### config.mk
export PLATFORM = sky130hd
export DESIGN_NAME = pbwg_wait_gen
export DESIGN_NICKNAME = d
export VERILOG_FILES = /design/src/core/pbwg_pkg.sv /design/src/core/pbwg_wait_calc.sv /design/src/core/pbwg_wait_gen.sv
export SDC_FILE = /design/constraint.sdc
export NUM_CORES = 1
export LEC_CHECK = 0
export BUFFER_PORTS_ARGS = -buffer_cell sky130_fd_sc_hd__buf_2
export CORE_MARGIN = 1
export CORE_UTILIZATION = 69
export DETAILED_ROUTE_END_ITERATION = 6
export MAX_ROUTING_LAYER = met4
export PLACE_DENSITY = 0.95
export SLEW_MARGIN = 15
export SYNTH_ARGS = -nofsm -noshare
export SYNTH_HDL_FRONTEND = slang
export SYNTH_HIERARCHICAL = 1
export SYNTH_SLANG_ARGS = --single-unit
### constraint.sdc
create_clock -name clock_i -period 7.13 [get_ports clock_i]
set_input_delay 1.426 -clock clock_i [delete_from_list [all_inputs] [get_ports clock_i]]
set_output_delay 1.426 -clock clock_i [all_outputs]
set_load 0.005 [all_outputs]
### src/core/pbwg_pkg.sv
// constants shared by the peripheral bus wait generator
// assumes one cpu clock domain; the macro clock is known only as a divider of the system clock
package pbwg_pkg;

    localparam int unsigned CNT_W        = 8;
    localparam int unsigned DIV_W        = 4;
    localparam int unsigned SHIFT_W      = 3;
    localparam int unsigned PER_W        = 3;

    // fixed stalls and counter constants, in cpu clocks
    localparam logic [7:0]  WDT_WAIT     = 8'h03;
    localparam logic [7:0]  UART_WAIT    = 8'h01;
    localparam logic [7:0]  NO_WAIT      = 8'h00;
    localparam logic [7:0]  ONE_WAIT     = 8'h01;
    localparam logic [7:0]  ELAPSED_RST  = 8'hFF;

    // macro periods in the converter and buffer formulas
    localparam logic [2:0]  CONV_PERIODS = 3'h2;
    localparam logic [2:0]  BUF_PERIODS  = 3'h5;

    // converter macro clock divider of the system clock, per speed select, then the default buffer macro divider
    localparam logic [3:0]  CONV_DIV_FAST = 4'h2;
    localparam logic [3:0]  CONV_DIV_SLOW = 4'h4;
    localparam logic [3:0]  BUF_DIV_DEF   = 4'h8;

    // register targets as decoded by the cpu bus
    typedef enum logic [3:0] {
        TGT_OTHER          = 4'h0,
        TGT_WATCHDOG_MODE  = 4'h1,
        TGT_UART_CH0_RXST  = 4'h2,
        TGT_UART_CH6_RXST  = 4'h3,
        TGT_CONV_MODE      = 4'h4,
        TGT_CONV_IN_SEL    = 4'h5,
        TGT_PF_CMP_MODE    = 4'h6,
        TGT_PF_THRESHOLD   = 4'h7,
        TGT_CONV_RESULT    = 4'h8,
        TGT_BUFFER_RAM     = 4'h9
    } pbwg_target_type;

    // gray coded along idle -> stall -> idle
    typedef enum logic [1:0] {
        ST_IDLE  = 2'b00,
        ST_STALL = 2'b01
    } pbwg_state_type;

endpackage : pbwg_pkg

### src/core/pbwg_wait_calc.sv
// wait count formula: periods * macro period in cpu clocks, plus one
// assumes a cpu clock of 50 % duty, so the low width is half a cpu period
`timescale 1ns/100ps

module pbwg_wait_calc (
    input  wire logic [pbwg_pkg::PER_W-1:0]   periods_i,
    input  wire logic [pbwg_pkg::DIV_W-1:0]   macro_div_i,
    input  wire logic [pbwg_pkg::SHIFT_W-1:0] cpu_shift_i,
    output logic      [pbwg_pkg::CNT_W-1:0]   count_o
);

    // product and remainder in system clock periods
    wire logic [pbwg_pkg::CNT_W-1:0] product;
    wire logic [pbwg_pkg::CNT_W-1:0] quotient;
    wire logic [pbwg_pkg::CNT_W-1:0] rem_mask;
    wire logic [pbwg_pkg::CNT_W-1:0] remainder;
    wire logic [pbwg_pkg::CNT_W:0]   rem_twice;
    wire logic [pbwg_pkg::CNT_W:0]   cpu_period;
    wire logic                       round_up;

    assign product    = pbwg_pkg::CNT_W'(periods_i) * pbwg_pkg::CNT_W'(macro_div_i);
    assign quotient   = product >> cpu_shift_i;
    assign rem_mask   = pbwg_pkg::CNT_W'((9'h001 << cpu_shift_i) - 9'h001);
    assign remainder  = product & rem_mask;
    assign rem_twice  = {remainder, 1'b0};
    assign cpu_period = 9'h001 << cpu_shift_i;
    // truncate unless beyond low width
    assign round_up   = rem_twice > cpu_period;
    // formula plus one
    assign count_o    = quotient + pbwg_pkg::CNT_W'(round_up) + pbwg_pkg::ONE_WAIT;

endmodule : pbwg_wait_calc

### src/core/pbwg_wait_gen.sv
// wait generator between the cpu bus and the low-speed peripheral bus
// assumes access_req_i is a one-cycle strobe from the cpu, issued only while wait_o is low
// assumes software keeps main_clock_stop_bit_i low around any stalling access
// cpu clock shifts above four simply follow the same formula
//
// Contract
// hold cpu in wait until data valid
// all waits counted in cpu clocks
// watchdog mode write stalls three clocks
// uart receive status read stalls one
// converter writes stall 2..5 when fast
// converter writes stall 2..9 when slow
// result read stalls 1..5 or 1..9
// max wait two macro periods plus one
// macro clock half or quarter system clock
// fraction truncated below low width, else up; the code also truncates a fraction of exactly the low width
// count one gives no write wait
// no wait access while main clock stopped
// buffer write stall 0..41, five periods
// no buffer wait after five macro clocks
// other accesses complete without wait
`timescale 1ns/100ps

module pbwg_wait_gen #(
    parameter logic [pbwg_pkg::DIV_W-1:0] BUF_MACRO_DIV = pbwg_pkg::BUF_DIV_DEF
) (
    input  wire logic                         clock_i,
    input  wire logic                         resetn_i,
    input  wire logic                         access_req_i,
    input  wire logic                         access_write_i,
    input  wire logic [3:0]                   access_target_i,
    input  wire logic                         converter_speed_select_i,
    input  wire logic [pbwg_pkg::SHIFT_W-1:0] cpu_clock_shift_i,
    input  wire logic                         main_clock_stop_bit_i,
    input  wire logic                         macro_buf_write_i,
    output logic                              wait_o,
    output logic                              access_error_o
);

    ////////////////////////////////////////////////////////////////////////////
    // wait lengths

    wire logic [pbwg_pkg::DIV_W-1:0] conv_div;
    wire logic [pbwg_pkg::CNT_W-1:0] conv_count;
    wire logic [pbwg_pkg::CNT_W-1:0] buf_max;
    wire logic [pbwg_pkg::CNT_W-1:0] buf_guard;

    // converter macro clock divider
    assign conv_div = converter_speed_select_i ? pbwg_pkg::CONV_DIV_FAST
                                               : pbwg_pkg::CONV_DIV_SLOW;

    // converter wait count
    pbwg_wait_calc u_conv_calc (
        .periods_i   (pbwg_pkg::CONV_PERIODS),
        .macro_div_i (conv_div),
        .cpu_shift_i (cpu_clock_shift_i),
        .count_o     (conv_count)
    );

    // buffer ram maximum wait
    pbwg_wait_calc u_buf_calc (
        .periods_i   (pbwg_pkg::BUF_PERIODS),
        .macro_div_i (BUF_MACRO_DIV),
        .cpu_shift_i (cpu_clock_shift_i),
        .count_o     (buf_max)
    );

    // five macro periods: a cpu write this far after a macro write runs free
    assign buf_guard = buf_max - pbwg_pkg::ONE_WAIT;

    ////////////////////////////////////////////////////////////////////////////
    // time since the macro last wrote the buffer ram

    logic [pbwg_pkg::CNT_W-1:0]      elapsed;
    wire logic [pbwg_pkg::CNT_W-1:0] next_elapsed;
    wire logic [pbwg_pkg::CNT_W-1:0] elapsed_now;
    wire logic                       elapsed_full;

    // saturates so a long quiet spell never wraps into a false stall
    assign elapsed_full = elapsed == pbwg_pkg::ELAPSED_RST;
    // the cycle after a macro write is already one clock away from it
    assign next_elapsed = macro_buf_write_i ? pbwg_pkg::ONE_WAIT :
                          elapsed_full      ? elapsed :
                          elapsed + pbwg_pkg::ONE_WAIT;
    // a macro write in the same cycle counts as no time passed
    assign elapsed_now  = macro_buf_write_i ? pbwg_pkg::NO_WAIT : elapsed;

    always_ff @(posedge clock_i or negedge resetn_i) begin
        if (!resetn_i) begin
            elapsed <= pbwg_pkg::ELAPSED_RST;
        end else begin
            elapsed <= next_elapsed;
        end
    end

    ////////////////////////////////////////////////////////////////////////////
    // decode of the access into a stall length

    wire logic                       is_read;
    wire logic                       hit_conv_reg;
    wire logic                       is_conv_wr;
    wire logic                       conv_is_one;
    wire logic                       buf_busy;
    wire logic [pbwg_pkg::CNT_W-1:0] conv_wr_len;
    wire logic [pbwg_pkg::CNT_W-1:0] buf_len;
    logic      [pbwg_pkg::CNT_W-1:0] req_len;

    assign is_read      = !access_write_i;
    assign hit_conv_reg = access_target_i == pbwg_pkg::TGT_CONV_MODE ||
                          access_target_i == pbwg_pkg::TGT_CONV_IN_SEL ||
                          access_target_i == pbwg_pkg::TGT_PF_CMP_MODE ||
                          access_target_i == pbwg_pkg::TGT_PF_THRESHOLD;
    assign is_conv_wr   = access_write_i && hit_conv_reg;
    assign conv_is_one  = conv_count == pbwg_pkg::ONE_WAIT;
    // single-clock count drops write wait
    assign conv_wr_len  = conv_is_one ? pbwg_pkg::NO_WAIT : conv_count;
    // quiet for five macro clocks
    assign buf_busy    = elapsed_now < buf_guard;
    // remaining guard plus one
    assign buf_len     = buf_busy ? buf_max - elapsed_now : pbwg_pkg::NO_WAIT;

    always_comb begin
        req_len = pbwg_pkg::NO_WAIT;
        case (access_target_i)
            // fixed watchdog stall
            pbwg_pkg::TGT_WATCHDOG_MODE: begin
                req_len = access_write_i ? pbwg_pkg::WDT_WAIT : pbwg_pkg::NO_WAIT;
            end
            // fixed uart status stall
            pbwg_pkg::TGT_UART_CH0_RXST,
            pbwg_pkg::TGT_UART_CH6_RXST: begin
                req_len = is_read ? pbwg_pkg::UART_WAIT : pbwg_pkg::NO_WAIT;
            end
            pbwg_pkg::TGT_CONV_MODE,
            pbwg_pkg::TGT_CONV_IN_SEL,
            pbwg_pkg::TGT_PF_CMP_MODE,
            pbwg_pkg::TGT_PF_THRESHOLD: begin
                req_len = is_conv_wr ? conv_wr_len : pbwg_pkg::NO_WAIT;
            end
            // result read never below one
            pbwg_pkg::TGT_CONV_RESULT: begin
                req_len = is_read ? conv_count : pbwg_pkg::NO_WAIT;
            end
            pbwg_pkg::TGT_BUFFER_RAM: begin
                req_len = access_write_i ? buf_len : pbwg_pkg::NO_WAIT;
            end
            // everything else runs free
            default: begin
                req_len = pbwg_pkg::NO_WAIT;
            end
        endcase
    end

    ////////////////////////////////////////////////////////////////////////////
    // stall sequencer

    pbwg_pkg::pbwg_state_type        state;
    pbwg_pkg::pbwg_state_type        next_state;
    logic [pbwg_pkg::CNT_W-1:0]      remain;
    logic [pbwg_pkg::CNT_W-1:0]      next_remain;
    wire logic [pbwg_pkg::CNT_W-1:0] dec_remain;
    wire logic                       is_idle;
    wire logic                       take;
    wire logic                       last;
    wire logic                       next_wait;
    wire logic                       next_error;

    assign is_idle    = state == pbwg_pkg::ST_IDLE;
    // a request made during a stall is refused, so it may not raise the flag
    assign take       = access_req_i && is_idle && (req_len != pbwg_pkg::NO_WAIT);
    assign last       = remain == pbwg_pkg::ONE_WAIT;
    assign dec_remain = remain - pbwg_pkg::ONE_WAIT;
    // taken from the next state so the stall shows right after the taking edge
    assign next_wait  = next_state == pbwg_pkg::ST_STALL;
    // flags a stalling access made while the system clock is stopped; the stall still runs
    // software must avoid this access
    assign next_error = take && main_clock_stop_bit_i;

    always_comb begin
        next_state  = state;
        next_remain = remain;
        case (state)
            pbwg_pkg::ST_IDLE: begin
                if (take) begin
                    next_state  = pbwg_pkg::ST_STALL;
                    next_remain = req_len;
                end
            end
            // hold one cpu clock per count
            pbwg_pkg::ST_STALL: begin
                next_remain = dec_remain;
                if (last) begin
                    next_state = pbwg_pkg::ST_IDLE;
                end
            end
            default: begin
                next_state  = pbwg_pkg::ST_IDLE;
                next_remain = pbwg_pkg::NO_WAIT;
            end
        endcase
    end

    always_ff @(posedge clock_i or negedge resetn_i) begin
        if (!resetn_i) begin
            state  <= pbwg_pkg::ST_IDLE;
            remain <= pbwg_pkg::NO_WAIT;
        end else begin
            state  <= next_state;
            remain <= next_remain;
        end
    end

    // both outputs leave straight from flops
    always_ff @(posedge clock_i or negedge resetn_i) begin
        if (!resetn_i) begin
            wait_o         <= 1'b0;
            access_error_o <= 1'b0;
        end else begin
            wait_o         <= next_wait;
            access_error_o <= next_error;
        end
    end

endmodule : pbwg_wait_gen
==> flow_metrics.py <==
metrics = {
    "place": {
        "port_buffers": 15,
        "place_ws_ns": 0.2781,
        "detailed_place.area_sq_um": 4269,
        "detailed_place_hpwl_microns": 7642,
        "post-place-cells": 625,
        "globalplace.congestion": 0.9729,
    },
    "clocking": {
        "cts_repair_resize_count": 0,
        "numClockSinks": 20,
        "clk_latency_ns": 0.27,
        "post-cts-setup-buffer-count": 0,
        "h-tree-depth": 1,
        "number_of_buffers_inserted_during_clock_tree_synthesis": 3,
        "ctsLongestPathBuffers": 2,
        "tritoncts": "done",
        "cts_hold_buffers": 0,
        "post_cts_clock_slew_at_the_launch_and_capture_registers_of_the_worst_setup_and_hold_paths_ns": 0.08,
        "clk_root_buffer_cell": "sky130_fd_sc_hd__clkbuf_8",
    },
    "layout": {
        "post_route_cells_drive_above_1_share_pct": 12.21,
        "util_after_layout_pct": 77.87,
        "fillerInstances": 410,
        "diode_count": 0,
        "regArea_sq_um": 510.5,
        "area_occupied_by_multi_input_gates_sq_um": 3425,
        "nNetsFinal": 628,
        "stdcell_count": 629,
        "areaGrowthSynthToFinish_pct": 7.515,
        "postLayoutCellArea_sq_um": 4314,
    },
    "synthesis": {
        "ys_types": 85,
        "synth_async_sr_flop_share_pct": 100.0,
        "post_synth_inst_count": 511,
        "syn_area_per_cell_sq_um": 7.852,
        "warning_count_from_the_yosys_run": 6,
        "synth-edff-count": 0,
        "syn-cell-area_sq_um": 4013,
        "synth.yosys.seq_area_share_pct": 12.72,
        "ys_dominant_reg_cell": "sky130_fd_sc_hd__dfrtp_1",
        "synthesis_stage_register_bit_count": 20,
    },
    "power_and_ir_drop": {
        "p_sw_mw": 0.3315,
        "p_int_mw": 0.3633,
        "seq_power_share_pct": 20.2,
        "share_clk_of_total_power_pct": 11.6,
        "design_power_total_mw": 0.6947,
        "worst_ir_drop_vdd_uv": 112.1,
        "leakagePower_nw": 1.973,
        "power.density_cell_area_nw_per_um2": 161.0,
        "net_sw_share_pct": 47.71,
        "power_share_of_the_combinational_group_pct": 68.2,
    },
    "sta": {
        "layout_setup_ws_ns": 0.5226,
        "max_clock_freq_mhz": 151.3,
        "final_max_slew_viol_count": 0,
        "timing.setup.tns_ns": 0,
        "finalHoldViolCount": 0,
        "maxSlewHeadroom_pct": 53.19,
        "hold_slack_ns": 0.5312,
        "post-route-min-period_ns": 6.607,
        "skew_ns": 0.003693,
        "setup_viol_count_final": 0,
        "final_min_period_over_clock_period_pct": 92.67,
        "grt_setup_unrepaired": "false",
        "max_slew.worst_pin.slew_ns": 0.6968,
    },
    "detailed_routing": {
        "avgViaCountPerCell": 6.331,
        "num_vias": 3982,
        "first_iter_violations": 357,
        "postRouteAntennaNets": 0,
        "detail_route.first_pass.iterations": 7,
        "average_routed_wire_per_standard_cell_microns": 15.61,
        "number_of_remaining_drc_errors": 0,
        "routed_wirelength_microns": 9821,
    },
    "setup_path": {
        "worstPathMaxFanout": 16,
        "reg2reg_depth": 12,
        "required_ns": 7.32,
        "worst-endpoint-arrival_ns": 6.80,
        "regToRegEndpoint": "remain[3]$_DFFE_PN0P_",
        "endpoint_kind": "flop",
        "worst-setup-path-type": "input port to flop",
        "r2r_setup_slack_ns": 3.58,
        "startpoint_type": "input port",
        "worst_reg2reg_startpoint": "elapsed[0]$_DFFE_PN1P_",
    },
    "floorplan": {
        "start_util_pct": 72.43,
        "die_h_microns": 78.26,
        "std_cell_rows": 27,
        "floorplan.die_area_sq_um": 6125,
        "die_x_microns": 78.26,
        "boundaryPins": 16,
        "placeableCoreArea_sq_um": 5540,
    },
    "grt": {
        "first_global_vias": 3863,
        "grt_max_degree": 32,
        "grt_pass1_wl_microns": 16750,
        "antenna_violations_before_repair": 0,
        "grt-ovfl-total": 0,
        "grt_use_total_pct": 34.67,
    },
    "min_path": {
        "holdCritStartpoint": "elapsed[1]$_DFFE_PN1P_",
        "holdCritPathClass": "flop to flop",
        "hold_end": "elapsed[1]$_DFFE_PN1P_",
        "hold_path_depth": 2,
    },
    "run": {
        "cap_violations": 0,
    },
    "run_status": {
        "status": "completed",
    },
}
layout by cell type (no fill, tap or decap), types with 7 or more instances in the layout:
cell type | netlist | layout
sky130_fd_sc_hd__ha_1 | 49 | 49
sky130_fd_sc_hd__conb_1 | 2 | 43
sky130_fd_sc_hd__nor2_1 | 42 | 42
sky130_fd_sc_hd__inv_1 | 37 | 37
sky130_fd_sc_hd__nand2_1 | 36 | 36
sky130_fd_sc_hd__a21oi_1 | 33 | 33
sky130_fd_sc_hd__nand3_1 | 24 | 24
sky130_fd_sc_hd__xnor2_1 | 21 | 21
sky130_fd_sc_hd__and2_1 | 19 | 19
sky130_fd_sc_hd__nor3_1 | 17 | 17
sky130_fd_sc_hd__o21ai_0 | 16 | 16
sky130_fd_sc_hd__nand2b_1 | 15 | 15
sky130_fd_sc_hd__buf_2 | 8 | 15
sky130_fd_sc_hd__dfrtp_1 | 12 | 12
sky130_fd_sc_hd__a211oi_1 | 9 | 9
sky130_fd_sc_hd__a31oi_1 | 9 | 9
sky130_fd_sc_hd__a21o_1 | 9 | 9
sky130_fd_sc_hd__dfstp_2 | 8 | 8
sky130_fd_sc_hd__fa_1 | 7 | 7
power groups by stage:
stage / Combinational, mW / Sequential, mW / Clock, mW
2_1_floorplan: 0.367 / 0.136 / 0
3_3_place_gp: 0.425 / 0.141 / 0
3_5_place_dp: 0.449 / 0.142 / 0
4_1_cts: 0.453 / 0.140 / 0.0775
5_1_grt: 0.525 / 0.142 / 0.0854
6_report: 0.474 / 0.140 / 0.0806
logic make-up after synthesis:
| kind of cell | share of synthesized area (%) |
|---|---|
| mux | 1.995 |
| fa+ha+maj | 18.77 |
| compound gates | 24.95 |
| xor+xnor | 6.486 |
| buf+inv | 5.769 |
| simple gates | 29.12 |
| other cells | 0.1872 |
| flops | 12.72 |
final cells by class:
cell class | instances | share of cell area [%]
clock buffers | 3 | 0.9571
repair buffers | 18 | 2.262
well taps | 72 | 2.088
clock inverters | 1 | 0.08701
multi-input cells | 476 | 79.38
flip-flops and latches | 20 | 11.83
inverters | 39 | 3.393
registers in the layout, summed over array words and instances, names as in the netlist:
register,cells
access_error_o,1
elapsed,8
remain,8
state,2
wait_o,1
per-layer routing:
metal / global-route usage (%) / up-vias / share of wire [%]
met4: 12.59 / 0 / 4.3
met5: - / - / 0
met2: 60.79 / 199 / 49
met1: 40.03 / 1813 / 40
met3: 5.349 / 58 / 6.7
li1: - / 1912 / -
Yosys cell counts, types with 6 or more instances:
master                     number  area share (%)
sky130_fd_sc_hd__xnor2_1       21             4.6
sky130_fd_sc_hd__a21o_1         9             1.7
sky130_fd_sc_hd__nor2b_1        6            0.94
sky130_fd_sc_hd__ha_1          49              15
sky130_fd_sc_hd__dfstp_2        8             5.2
sky130_fd_sc_hd__nor4_1         6            0.94
sky130_fd_sc_hd__inv_1         37             3.5
sky130_fd_sc_hd__nor2_1        42             3.9
sky130_fd_sc_hd__dfrtp_1       12             7.5
sky130_fd_sc_hd__buf_2          8             1.0
sky130_fd_sc_hd__and2_1        19             3.0
sky130_fd_sc_hd__a211oi_1       9             1.7
sky130_fd_sc_hd__nand3_1       24             3.0
sky130_fd_sc_hd__fa_1           7             3.5
sky130_fd_sc_hd__nand4_1        6            0.94
sky130_fd_sc_hd__or3_1          6            0.94
sky130_fd_sc_hd__a21oi_1       33             4.1
sky130_fd_sc_hd__nand2b_1      15             2.3
sky130_fd_sc_hd__o21ai_0       16             2.0
sky130_fd_sc_hd__nand2_1       36             3.4
sky130_fd_sc_hd__a31oi_1        9             1.4
sky130_fd_sc_hd__o211ai_1       6             1.1
sky130_fd_sc_hd__nor3_1        17             2.1
critical path: stages:
cell and delay [ns]:
sky130_fd_sc_hd__buf_2 0.25, sky130_fd_sc_hd__clkinv_1 0.28, sky130_fd_sc_hd__or2_2 0.36, sky130_fd_sc_hd__ha_1 0.29, sky130_fd_sc_hd__nand2_1 0.09, sky130_fd_sc_hd__nor2_1 0.05, sky130_fd_sc_hd__nand3_1 0.07, sky130_fd_sc_hd__o211ai_1 0.09
sky130_fd_sc_hd__ha_1 0.25, sky130_fd_sc_hd__inv_1 0.08, sky130_fd_sc_hd__ha_1 0.21, sky130_fd_sc_hd__nand3_1 0.11, sky130_fd_sc_hd__xnor2_1 0.22, sky130_fd_sc_hd__or4_1 0.58, sky130_fd_sc_hd__nor4_1 0.29, sky130_fd_sc_hd__xnor2_1 0.12
sky130_fd_sc_hd__ha_1 0.31, sky130_fd_sc_hd__and3_2 0.21, sky130_fd_sc_hd__a221o_1 0.33, sky130_fd_sc_hd__a31oi_4 0.31, sky130_fd_sc_hd__a31oi_4 0.22, sky130_fd_sc_hd__or4_1 0.53, sky130_fd_sc_hd__o211ai_1 0.11
worst max path at each step:
| stage | start | slack (ns) | endpoint |
|---|---|---|---|
| floorplan | cpu_clock_shift_i[2] | 0.95 | remain[1]$_DFFE_PN0P_ |
| global placement | cpu_clock_shift_i[2] | 0.63 | remain[1]$_DFFE_PN0P_ |
| detailed placement | cpu_clock_shift_i[2] | 0.28 | remain[1]$_DFFE_PN0P_ |
| CTS | cpu_clock_shift_i[2] | 0.54 | remain[1]$_DFFE_PN0P_ |
| global route | cpu_clock_shift_i[2] | 0.21 | remain[2]$_DFFE_PN0P_ |
| finish | cpu_clock_shift_i[2] | 0.52 | remain[1]$_DFFE_PN0P_ |
Note: power is estimated with default switching activity, not from simulation.
